==> config.mk <==
export PLATFORM = sky130hd
export DESIGN_NAME = ccr_core_regs
export DESIGN_NICKNAME = d
export VERILOG_FILES = /design/src/ccr_pkg.sv /design/src/ccr_core_regs.sv
export SDC_FILE = /design/constraint.sdc
export NUM_CORES = 1
export LEC_CHECK = 0
export BUFFER_PORTS_ARGS = -buffer_cell sky130_fd_sc_hd__buf_2
export CAP_MARGIN = 10
export CELL_PAD_IN_SITES_DETAIL_PLACEMENT = 0
export CELL_PAD_IN_SITES_GLOBAL_PLACEMENT = 1
export CORE_ASPECT_RATIO = 1.25
export CORE_MARGIN = 8
export CORE_UTILIZATION = 30
export DETAILED_ROUTE_END_ITERATION = 10
export GPL_ROUTABILITY_DRIVEN = 1
export PLACE_DENSITY = 0.63
export SYNTH_ARGS = -nofsm -noshare
export SYNTH_HDL_FRONTEND = slang
export SYNTH_SLANG_ARGS = --single-unit
export TNS_END_PERCENT = 20
==> constraint.sdc <==
create_clock -name clk_in -period 30.3 [get_ports clk_in]
set_clock_uncertainty 0.2 [all_clocks]
set_input_delay 0 -clock clk_in [delete_from_list [all_inputs] [get_ports clk_in]]
set_output_delay 0 -clock clk_in [all_outputs]
set_load 0.03 [all_outputs]
==> src/ccr_pkg.sv <==
// shared constants and carrier types for the core register set
package ccr_pkg;
   // special register addresses
   localparam logic [7:0] CCR_ADDR_ACC = 8'he0;
   localparam logic [7:0] CCR_ADDR_B = 8'hf0;
   localparam logic [7:0] CCR_ADDR_PSW = 8'hd0;
   localparam logic [7:0] CCR_ADDR_SP = 8'h81;
   localparam logic [7:0] CCR_ADDR_DPL = 8'h82;
   localparam logic [7:0] CCR_ADDR_DPH = 8'h83;
   localparam logic [7:0] CCR_ADDR_POINTER_ONE_LOW = 8'h84;
   localparam logic [7:0] CCR_ADDR_POINTER_ONE_HIGH = 8'h85;
   localparam logic [7:0] CCR_ADDR_CFG = 8'h86;
   localparam logic [7:0] CCR_ADDR_EXTENSION_BYTE_REG = 8'hf1;
   localparam logic [7:0] CCR_ADDR_XPG = 8'hf7;
   // reset values
   localparam logic [7:0] CCR_SP_RST = 8'h07;
   localparam logic [7:0] CCR_ZERO8 = 8'h00;
   localparam logic [7:0] CCR_ONE8 = 8'h01;
   // status word bit positions
   localparam int CCR_PSW_CY = 7;
   localparam int CCR_PSW_AC = 6;
   localparam int CCR_PSW_F0 = 5;
   localparam int CCR_PSW_RSH = 4;
   localparam int CCR_PSW_RSL = 3;
   localparam int CCR_PSW_OV = 2;
   localparam int CCR_PSW_F1 = 1;
   localparam int CCR_PSW_P = 0;
   // config bit positions and writable mask
   localparam int CCR_CFG_DPS = 0;
   localparam int CCR_CFG_MUL = 2;
   localparam int CCR_CFG_DIV = 3;
   localparam int CCR_CFG_BKS = 6;
   localparam logic [7:0] CCR_CFG_MASK = 8'h4d;
   localparam logic [7:0] CCR_PSW_MASK = 8'hfe;
   localparam logic [7:0] CCR_XPG_MASK = 8'h3f;
   localparam logic [7:0] CCR_UPPER_BIT = 8'h80;

   // operations issued by the fetch and decode logic
   typedef enum logic [2:0] {
      CCR_OP_NONE,
      CCR_OP_PUSH,
      CCR_OP_POP,
      CCR_OP_MUL,
      CCR_OP_DIV,
      CCR_OP_FLAGS
   } ccr_op_t;

   // request from decode
   typedef struct packed {
      ccr_op_t op;
      logic cy;
      logic ac;
      logic ov;
   } ccr_req_t;

   // memory routing request
   typedef struct packed {
      logic valid;
      logic indirect;
      logic [7:0] addr;
   } ccr_mreq_t;

   // routed memory target
   typedef struct packed {
      logic to_sfr;
      logic to_upper;
      logic to_lower;
      logic [7:0] addr;
   } ccr_route_t;
endpackage

==> src/ccr_core_regs.sv <==
// core register set: accumulator, operands, flags, stack and pointers
// ---------------------------------------------------------------
// ---------------------------------------------------------------
`timescale 1ns/1ps
module ccr_core_regs
   import ccr_pkg::*;
(
   input wire logic clk_in,
   input wire logic nrst_in,
   input wire ccr_req_t req_in,
   input wire logic sfr_wr_in,
   input wire logic [7:0] sfr_addr_in,
   input wire logic [7:0] sfr_wdata_in,
   input wire ccr_mreq_t mreq_in,
   input wire logic xmov_in,
   input wire logic xmov_ptr_in,
   input wire logic [7:0] xmov_ri_in,
   output logic [7:0] sfr_rdata_out,
   output logic [7:0] stack_addr_out,
   output logic [7:0] acc_out,
   output logic [7:0] status_out,
   output logic [15:0] active_ptr_out,
   output logic [7:0] reg_group_base_out,
   output logic sfr_bank_out,
   output ccr_route_t route_out,
   output logic xram_en_out,
   output logic [7:0] xram_addr_out,
   output logic div_zero_out
);
   // ---------------------------------------------------------------
   // state
   // ---------------------------------------------------------------
   typedef struct packed {
      logic [7:0] acc;
      logic [7:0] b;
      logic [7:0] ext;
      logic [7:0] sp;
      logic [7:0] program_status_word;
      logic [7:0] cfg;
      logic [7:0] xpg;
      logic [15:0] dptr0;
      logic [15:0] addr_pointer_one;
      logic [15:0] aptr;
      logic [7:0] rdata;
      logic [7:0] stack_addr;
      ccr_route_t route;
      logic xen;
      logic [7:0] xaddr;
      logic dz;
   } ccr_state_t;

   ccr_state_t st;
   ccr_state_t next_st;
   logic [15:0] prod16;
   logic [23:0] prod24;
   logic [15:0] dividend;
   logic [15:0] quot;
   logic [7:0] rem;
   logic [15:0] rem16;

   // arithmetic for multiply and divide
   always_comb begin
      prod16 = 16'(st.acc * st.b);
      prod24 = 24'({st.ext, st.acc} * st.b);
      dividend = st.cfg[CCR_CFG_DIV] ? {st.ext, st.acc} : {CCR_ZERO8, st.acc};
      if (st.b == CCR_ZERO8) begin
         quot = 16'hffff;
         rem16 = dividend;
      end else begin
         quot = dividend / {CCR_ZERO8, st.b};
         rem16 = dividend % {CCR_ZERO8, st.b};
      end
      rem = rem16[7:0];
   end

   // next state
   always_comb begin
      next_st = st;
      // direct special register writes, bank independent core regs
      if (sfr_wr_in) begin
         case (sfr_addr_in)
            CCR_ADDR_ACC: begin
               next_st.acc = sfr_wdata_in;
            end
            CCR_ADDR_B: begin
               next_st.b = sfr_wdata_in;
            end
            CCR_ADDR_EXTENSION_BYTE_REG: begin
               next_st.ext = sfr_wdata_in;
            end
            CCR_ADDR_SP: begin
               next_st.sp = sfr_wdata_in;
            end
            CCR_ADDR_PSW: begin
               next_st.program_status_word = sfr_wdata_in & CCR_PSW_MASK;
            end
            CCR_ADDR_CFG: begin
               next_st.cfg = sfr_wdata_in & CCR_CFG_MASK;
            end
            CCR_ADDR_XPG: begin
               next_st.xpg = sfr_wdata_in & CCR_XPG_MASK;
            end
            CCR_ADDR_DPL: begin
               if (st.cfg[CCR_CFG_DPS]) begin
                  next_st.addr_pointer_one[7:0] = sfr_wdata_in;
               end else begin
                  next_st.dptr0[7:0] = sfr_wdata_in;
               end
            end
            CCR_ADDR_DPH: begin
               if (st.cfg[CCR_CFG_DPS]) begin
                  next_st.addr_pointer_one[15:8] = sfr_wdata_in;
               end else begin
                  next_st.dptr0[15:8] = sfr_wdata_in;
               end
            end
            CCR_ADDR_POINTER_ONE_LOW: begin
               next_st.addr_pointer_one[7:0] = sfr_wdata_in;
            end
            CCR_ADDR_POINTER_ONE_HIGH: begin
               next_st.addr_pointer_one[15:8] = sfr_wdata_in;
            end
            default: begin
            end
         endcase
      end
      // decode operations, issued after any direct write
      next_st.dz = 1'b0;
      case (req_in.op)
         CCR_OP_PUSH: begin
            next_st.sp = 8'(st.sp + CCR_ONE8);
            next_st.stack_addr = 8'(st.sp + CCR_ONE8);
         end
         CCR_OP_POP: begin
            next_st.stack_addr = st.sp;
            next_st.sp = 8'(st.sp - CCR_ONE8);
         end
         CCR_OP_MUL: begin
            if (st.cfg[CCR_CFG_MUL]) begin
               next_st.acc = prod24[7:0];
               next_st.b = prod24[15:8];
               next_st.ext = prod24[23:16];
               next_st.program_status_word[CCR_PSW_OV] = (prod24[23:8] != 16'h0000);
            end else begin
               next_st.acc = prod16[7:0];
               next_st.b = prod16[15:8];
               next_st.program_status_word[CCR_PSW_OV] = (prod16[15:8] != CCR_ZERO8);
            end
            next_st.program_status_word[CCR_PSW_CY] = 1'b0;
         end
         CCR_OP_DIV: begin
            next_st.acc = quot[7:0];
            next_st.b = rem;
            if (st.cfg[CCR_CFG_DIV]) begin
               next_st.ext = quot[15:8];
            end
            next_st.dz = (st.b == CCR_ZERO8);
            next_st.program_status_word[CCR_PSW_OV] = (st.b == CCR_ZERO8);
            next_st.program_status_word[CCR_PSW_CY] = 1'b0;
         end
         CCR_OP_FLAGS: begin
            next_st.program_status_word[CCR_PSW_CY] = req_in.cy;
            next_st.program_status_word[CCR_PSW_AC] = req_in.ac;
            next_st.program_status_word[CCR_PSW_OV] = req_in.ov;
         end
         default: begin
         end
      endcase
      // parity follows the final accumulator value, no feedback path
      next_st.program_status_word[CCR_PSW_P] = ^next_st.acc;
      // read mux, follows the state before this cycle's writes
      case (sfr_addr_in)
         CCR_ADDR_ACC: next_st.rdata = st.acc;
         CCR_ADDR_B: next_st.rdata = st.b;
         CCR_ADDR_EXTENSION_BYTE_REG: next_st.rdata = st.ext;
         CCR_ADDR_SP: next_st.rdata = st.sp;
         CCR_ADDR_PSW: next_st.rdata = st.program_status_word;
         CCR_ADDR_CFG: next_st.rdata = st.cfg;
         CCR_ADDR_XPG: next_st.rdata = st.xpg;
         CCR_ADDR_DPL: next_st.rdata =
            st.cfg[CCR_CFG_DPS] ? st.addr_pointer_one[7:0] : st.dptr0[7:0];
         CCR_ADDR_DPH: next_st.rdata =
            st.cfg[CCR_CFG_DPS] ? st.addr_pointer_one[15:8] : st.dptr0[15:8];
         CCR_ADDR_POINTER_ONE_LOW: next_st.rdata = st.addr_pointer_one[7:0];
         CCR_ADDR_POINTER_ONE_HIGH: next_st.rdata = st.addr_pointer_one[15:8];
         default: next_st.rdata = CCR_ZERO8;
      endcase
      // internal memory routing
      next_st.route.addr = mreq_in.addr;
      next_st.route.to_lower = mreq_in.valid &
         ((mreq_in.addr & CCR_UPPER_BIT) == CCR_ZERO8);
      next_st.route.to_upper = mreq_in.valid & mreq_in.indirect &
         ((mreq_in.addr & CCR_UPPER_BIT) != CCR_ZERO8);
      next_st.route.to_sfr = mreq_in.valid & ~mreq_in.indirect &
         ((mreq_in.addr & CCR_UPPER_BIT) != CCR_ZERO8);
      // external ram, 256 bytes, low byte of pointer or ri
      next_st.xen = xmov_in;
      if (xmov_ptr_in) begin
         next_st.xaddr = st.cfg[CCR_CFG_DPS] ? st.addr_pointer_one[7:0] : st.dptr0[7:0];
      end else begin
         next_st.xaddr = xmov_ri_in;
      end
      // active pointer view, registered so the output comes from a flop
      next_st.aptr = next_st.cfg[CCR_CFG_DPS] ?
         next_st.addr_pointer_one : next_st.dptr0;
   end

   // state register, all fields clear on reset except sp, which loads 07
   always_ff @(posedge clk_in or negedge nrst_in) begin
      if (!nrst_in) begin
         st <= '0;
         st.sp <= CCR_SP_RST;
         st.cfg <= CCR_ZERO8;
      end else begin
         st <= next_st;
      end
   end

   // outputs
   always_comb begin
      sfr_rdata_out = st.rdata;
      stack_addr_out = st.stack_addr;
      acc_out = st.acc;
      status_out = st.program_status_word;
      active_ptr_out = st.aptr;
      reg_group_base_out = {3'h0, st.program_status_word[CCR_PSW_RSH:CCR_PSW_RSL], 3'h0};
      sfr_bank_out = st.cfg[CCR_CFG_BKS];
      route_out = st.route;
      xram_en_out = st.xen;
      xram_addr_out = st.xaddr;
      div_zero_out = st.dz;
   end
endmodule

==> impl_metrics.env, run 1 <==
export IMPL_status="finished clean"
export IMPL_gp_congestion=0.877
export IMPL_cts_buffer_depth=2
export IMPL_fin_crit_ns=28.77
export IMPL_fin_crit_sh_pct=95.0
export IMPL_track_usage_pct=17.6
export IMPL_worstPathArrival_ns=28.88
export IMPL_cts_tree="done"
export IMPL_numCtsBuffers=17
export IMPL_synth_avg_cell_area_um2=8.67
export IMPL_ioPinCount=123
export IMPL_fill_cells=6012
export IMPL_hp_class="in2reg"
export IMPL_syn_area_um2=17400
export IMPL_critPathBufInv=7
export IMPL_dr_pass1_iters=6
export IMPL_synth_top_area_share_pct=18.9
export IMPL_grt_ovfl_total=0
export IMPL_met2_length_mm=30.2
export IMPL_endpoint_kind="flop"
export IMPL_fmax_ghz=0.0348
export IMPL_dp_slack_ns=-0.798
export IMPL_rows=99
export IMPL_htree_levels=4
export IMPL_clk_pin_slew_ns=0.06
export IMPL_synth_edf_count=0
export IMPL_register_area_um2=3380
export IMPL_worst_pin_slew_ns=1.08
export IMPL_r2r_slack_ns=1.53
export IMPL_slowest_delay_ns=0.45
export IMPL_crit_top_cell="o21a_1"
export IMPL_grt_pass1_wl_mm=92.1
export IMPL_synth_cell_types=94
export IMPL_crit_path_max_fanout=9
export IMPL_yosys_warnings=0
export IMPL_ys_ff_latch=135
export IMPL_synth_top_area_cell="dfrtp_1"
export IMPL_synthTopCellsByArea="dfrtp_1 19%, ha_1 12%, fa_1 11%"
export IMPL_drc=0
export IMPL_drtIter0Drc=1098
export IMPL_routed_wirelength_mm=59.6
export IMPL_core_area_um2=58000
export IMPL_synth_main_ff_cell="dfrtp_1"
export IMPL_dieHeight_um=286
export IMPL_die_x_um=232
export IMPL_critPathKind="reg2reg"
export IMPL_wl_met3_mm=2.78
export IMPL_via_per_inst=5.34
export IMPL_drive_gt1_share_pct=20.8
export IMPL_met1Wirelength_mm=25.0
export IMPL_slew_viol_final=0
export IMPL_max_cap_viol_count=0
export IMPL_synthArstFlopShare_pct=100
export IMPL_crit_family="compound AO/OA/AOI/OAI gates"
export IMPL_holdWs_ns=0.0143
export IMPL_port_buffers=116
export IMPL_antenna_found_initial=0
export IMPL_grt_max_degree=70
export IMPL_die_area_um2=66100
export IMPL_num_vias=15600
export IMPL_multi_input_area_um2=13000
export IMPL_nets=2458
export IMPL_start_util_pct=30.1
export IMPL_synth_seq_area_share_pct=19.4
export IMPL_worst_skew_pair_late_latency_ns=0.43
export IMPL_setup_viol=0
export IMPL_max_slew_margin_rel_pct=27.9
export IMPL_root_buffer="clkbuf_16"
export IMPL_cts_sinks=135
export IMPL_diodes=0
export IMPL_dpl_hpwl_mm=45.0
export IMPL_syn2layout_area_growth_pct=17.6
export IMPL_grt_pass1_vias=16000
export IMPL_syn_inst=2010
export IMPL_crit_path_start_kind="flop"
export IMPL_ant_nets=0
export IMPL_wl_per_cell_um=20.4
export IMPL_crit_slowest_cell="o41a_1"
export IMPL_report_final_hold_viol_count=0
export IMPL_setup_slack_ns=1.53
export IMPL_dr_max_layer_used="met4"
export IMPL_cp_data_required_time_ns=30.41
[timing repair]
item                                    in CTS  in global routing
gates resized for setup                     11                 77
endpoints found under the hold margin      147                  0
endpoints found under the setup margin      10                 10
hold buffers                                64                  0
buffers inserted                             4                 32
pin swaps                                    1                 37
[state kept, by name (all words and copies together) (netlist names)]
signal and flops:
sfr_bank_out 1, acc_out 8, xram_addr_out 8, status_out 8
sfr_rdata_out 8, stack_addr_out 8, div_zero_out 1, st 65
active_ptr_out 16, xram_en_out 1, route_out 11
[layer usage]
layer	vias up	GRT usage [%]
met3	93	2.47
met2	422	31.7
met4	0	4.62
met1	7712	21.8
met5	-	0
li1	7351	-
[kinds of logic (layout without fill, tap and decap cells)]
group,Yosys count,after routing,synth area share [%]
flops,135,135,19.4
other cells,1,6,0.0215
simple gates,597,597,16.7
compound gates,470,470,18.9
xor+xnor,88,88,4.50
mux,148,148,9.22
fa+ha+maj,264,264,23.0
buf+inv,307,454,8.31
[metrics by stage]
stage	utilization (%)	instance area (um^2)	setup TNS, ns	std cells
final	35.4	20500	0	2919
after global routing	35.4	20500	-0.394	2919
after CTS	34.3	19900	0	2887
after detailed placement	32.0	18500	-6.22	2787
after global placement	32.0	18500	0	2787
after floorplan	-	17500	0	2015
[Yosys cell counts, drive strengths merged (28+ instances only)]
cell,n
a21o,33
a21oi,107
and2,68
buf,85
clkbuf,74
dfrtp,132
fa,94
ha,170
inv,147
mux2,95
mux2i,53
nand2,176
nor2,157
nor3,69
o21a,46
o21ai,80
xnor2,59
xor2,28
[worst paths after layout]
path                       startpoint               end  depth (start not counted)
hold / removal             mreq_in[4]      route_out[4]                          2
setup reg to reg              st[129]     status_out[0]                        136
setup / recovery              st[129]     status_out[0]                        136
max in group asynchronous     nrst_in  xram_addr_out[6]                          4
min in group asynchronous     nrst_in           st[109]                          3
hold reg to reg                st[66]  sfr_rdata_out[5]                          2
[placed cells by master, fill, tap and decap left out, types with 64 or more instances in the layout]
cell | netlist | routed
nand2_1 | 175 | 171
ha_1 | 170 | 160
nor2_1 | 156 | 149
inv_1 | 146 | 145
dfrtp_1 | 132 | 132
buf_2 | 6 | 115
fa_1 | 94 | 94
mux2_2 | 95 | 93
a21oi_1 | 106 | 92
buf_4 | 75 | 90
o21ai_0 | 70 | 67
and2_1 | 68 | 66
nor3_1 | 67 | 64
[layout make-up]
class	count	area share, %
Multi-Input combinational cell	1573	63.6
Timing Repair Buffer	274	9.59
Sequential cell	135	16.5
Tap cell	757	4.62
Inverter	148	2.71
Clock inverter	13	0.769
Clock buffer	19	2.21
Power of run 1 is left out: the tool's default activity adds up to more than one toggle a clock period on the data nets, which glitch-free logic cannot reach.
==> run 2, diff against run 1 <==
Settings changed: RECOVER_POWER from default to 25.
==> impl_metrics.env, run 2 (same netlist as run 1, synthesis figures left out) <==
export IMPL_largest_reg_flops=65
export IMPL_final_common_cell="nand2_1"
export IMPL_track_usage_pct=17.6
export IMPL_max_slew_margin_rel_pct=-135
export IMPL_antenna_found_initial=0
export IMPL_dpl_hpwl_mm=45.0
export IMPL_via_per_inst=5.35
export IMPL_syn2layout_area_growth_pct=17.1
export IMPL_slew_viol_final=64
export IMPL_cp_data_required_time_ns=30.41
export IMPL_grt_ovfl_total=0
export IMPL_drive_gt1_share_pct=18.2
export IMPL_core_area_um2=58000
export IMPL_endpoint_kind="flop"
export IMPL_drc=0
export IMPL_worstPathArrival_ns=28.89
export IMPL_ioPinCount=123
export IMPL_grt_pass1_vias=16000
export IMPL_finalInstanceArea_um2=20400
export IMPL_rows=99
export IMPL_critPathBufInv=7
export IMPL_num_vias=15600
export IMPL_drtIter0Drc=1002
export IMPL_regMostFlops="st"
export IMPL_worst_skew_pair_late_latency_ns=0.43
export IMPL_nets=2458
export IMPL_crit_path_start_kind="flop"
export IMPL_status="complete, but fails checks"
export IMPL_fin_crit_sh_pct=95.0
export IMPL_report_final_hold_viol_count=0
export IMPL_max_cap_viol_count=1
export IMPL_dieHeight_um=286
export IMPL_critPathKind="reg2reg"
export IMPL_fill_cells=6042
export IMPL_grt_pass1_wl_mm=92.1
export IMPL_slowest_delay_ns=0.45
export IMPL_wl_per_cell_um=20.4
export IMPL_final_cell_mix="171 x nand2_1, 160 x ha_1, 149 x nor2_1, 145 x inv_1, 132 x dfrtp_1"
export IMPL_die_x_um=232
export IMPL_numCtsBuffers=17
export IMPL_fin_crit_ns=28.78
export IMPL_root_buffer="clkbuf_16"
export IMPL_crit_slowest_cell="o41a_1"
export IMPL_dr_pass1_iters=5
export IMPL_ant_nets=0
export IMPL_fmax_ghz=0.0347
export IMPL_grt_max_degree=70
export IMPL_cts_sinks=135
export IMPL_hp_class="in2reg"
export IMPL_start_util_pct=30.1
export IMPL_setup_viol=0
export IMPL_gp_congestion=0.877
export IMPL_post_dp_cell_area_um2=18500
export IMPL_routed_wirelength_mm=59.6
export IMPL_cts_buffer_depth=2
export IMPL_crit_top_cell="o21a_1"
export IMPL_crit_family="compound AO/OA/AOI/OAI gates"
export IMPL_crit_path_max_fanout=9
export IMPL_port_buffers=116
export IMPL_cts_tree="done"
export IMPL_clk_pin_slew_ns=0.06
export IMPL_failed_checks="max-capacitance violations, max-slew violations"
export IMPL_worst_pin_slew_ns=3.52
export IMPL_htree_levels=4
export IMPL_die_area_um2=66100
## run 2: changes by cell type in the layout (fill, tap and decap cells not counted), sizes merged
cell,before,now
diode,0,1
buf,211,156
clkbuf,19,74
## run 2: final cells by class
| type | instances | area, um^2 | area share [%] |
|---|---|---|---|
| Multi-Input combinational cell | 1573 | 13000 | 63.9 |
| Sequential cell | 135 | 3380 | 16.6 |
| Timing Repair Buffer | 274 | 1870 | 9.15 |
| Tap cell | 757 | 947 | 4.64 |
| Inverter | 148 | 556 | 2.72 |
| Clock buffer | 19 | 453 | 2.22 |
| Clock inverter | 13 | 158 | 0.773 |
| Antenna cell | 1 | 2.50 | 0.0123 |
## run 2: through the flow
step | setup TNS (ns) | instances | setup WS [ns] | hold slack (ns) | util [%]
floorplan | 0 | 2015 | 0.585 | -0.496 | -
global placement | 0 | 2787 | 0.0636 | -0.137 | 32.0
detailed placement | -6.22 | 2787 | -0.798 | -0.135 | 32.0
CTS | 0 | 2887 | 0.0115 | 0.00139 | 34.3
global route | -0.394 | 2919 | -0.178 | 0.0132 | 35.2
finish | 0 | 2920 | 1.52 | 0.0142 | 35.2
## run 2: timing repair
action | CTS | global route
gates resized for setup | 11 | 77
endpoints found under the hold margin | 147 | 0
pin swaps | 1 | 37
setup endpoints to repair | 10 | 10
buffers inserted | 4 | 32
hold buffers | 64 | 0
## run 2: path summary, 6_finish.rpt
kind | slack, ns | startpoint | cells past startpoint | to
worst max-delay path | 1.52 | st[129] | 136 | status_out[0]
worst min-delay path | 0.01 | mreq_in[4] | 2 | route_out[4]
worst max register to register | 1.52 | st[129] | 136 | status_out[0]
worst min register to register | 0.31 | st[89] | 1 | st[89]
max in group asynchronous | 25.76 | nrst_in | 4 | st[132]
min in group asynchronous | 0.76 | nrst_in | 3 | st[109]
## run 2: worst reg2reg max path, delay by kind of cell (launching register included)
| kind | cells | cell delay [ns] |
|---|---|---|
| DFF | 1 | 0.39 |
| and+or+nand+nor | 31 | 5.94 |
| AOI/OAI and AO/OA | 74 | 14.96 |
| xor gates and xnor gates | 1 | 0.17 |
| buffers and inverters | 7 | 0.81 |
| adders and majority gates | 15 | 4.09 |
| muxes | 8 | 2.11 |
## run 2: per-layer routing
| layer | vias to the layer above | GRT usage (%) | routed length, um |
|---|---|---|---|
| li1 | 7353 | - | - |
| met1 | 7759 | 21.8 | 25100 |
| met2 | 406 | 31.7 | 30200 |
| met3 | 96 | 2.47 | 2640 |
| met4 | 0 | 4.62 | 1670 |
| met5 | - | 0 | 0 |
Power of run 2 is left out for the same reason.
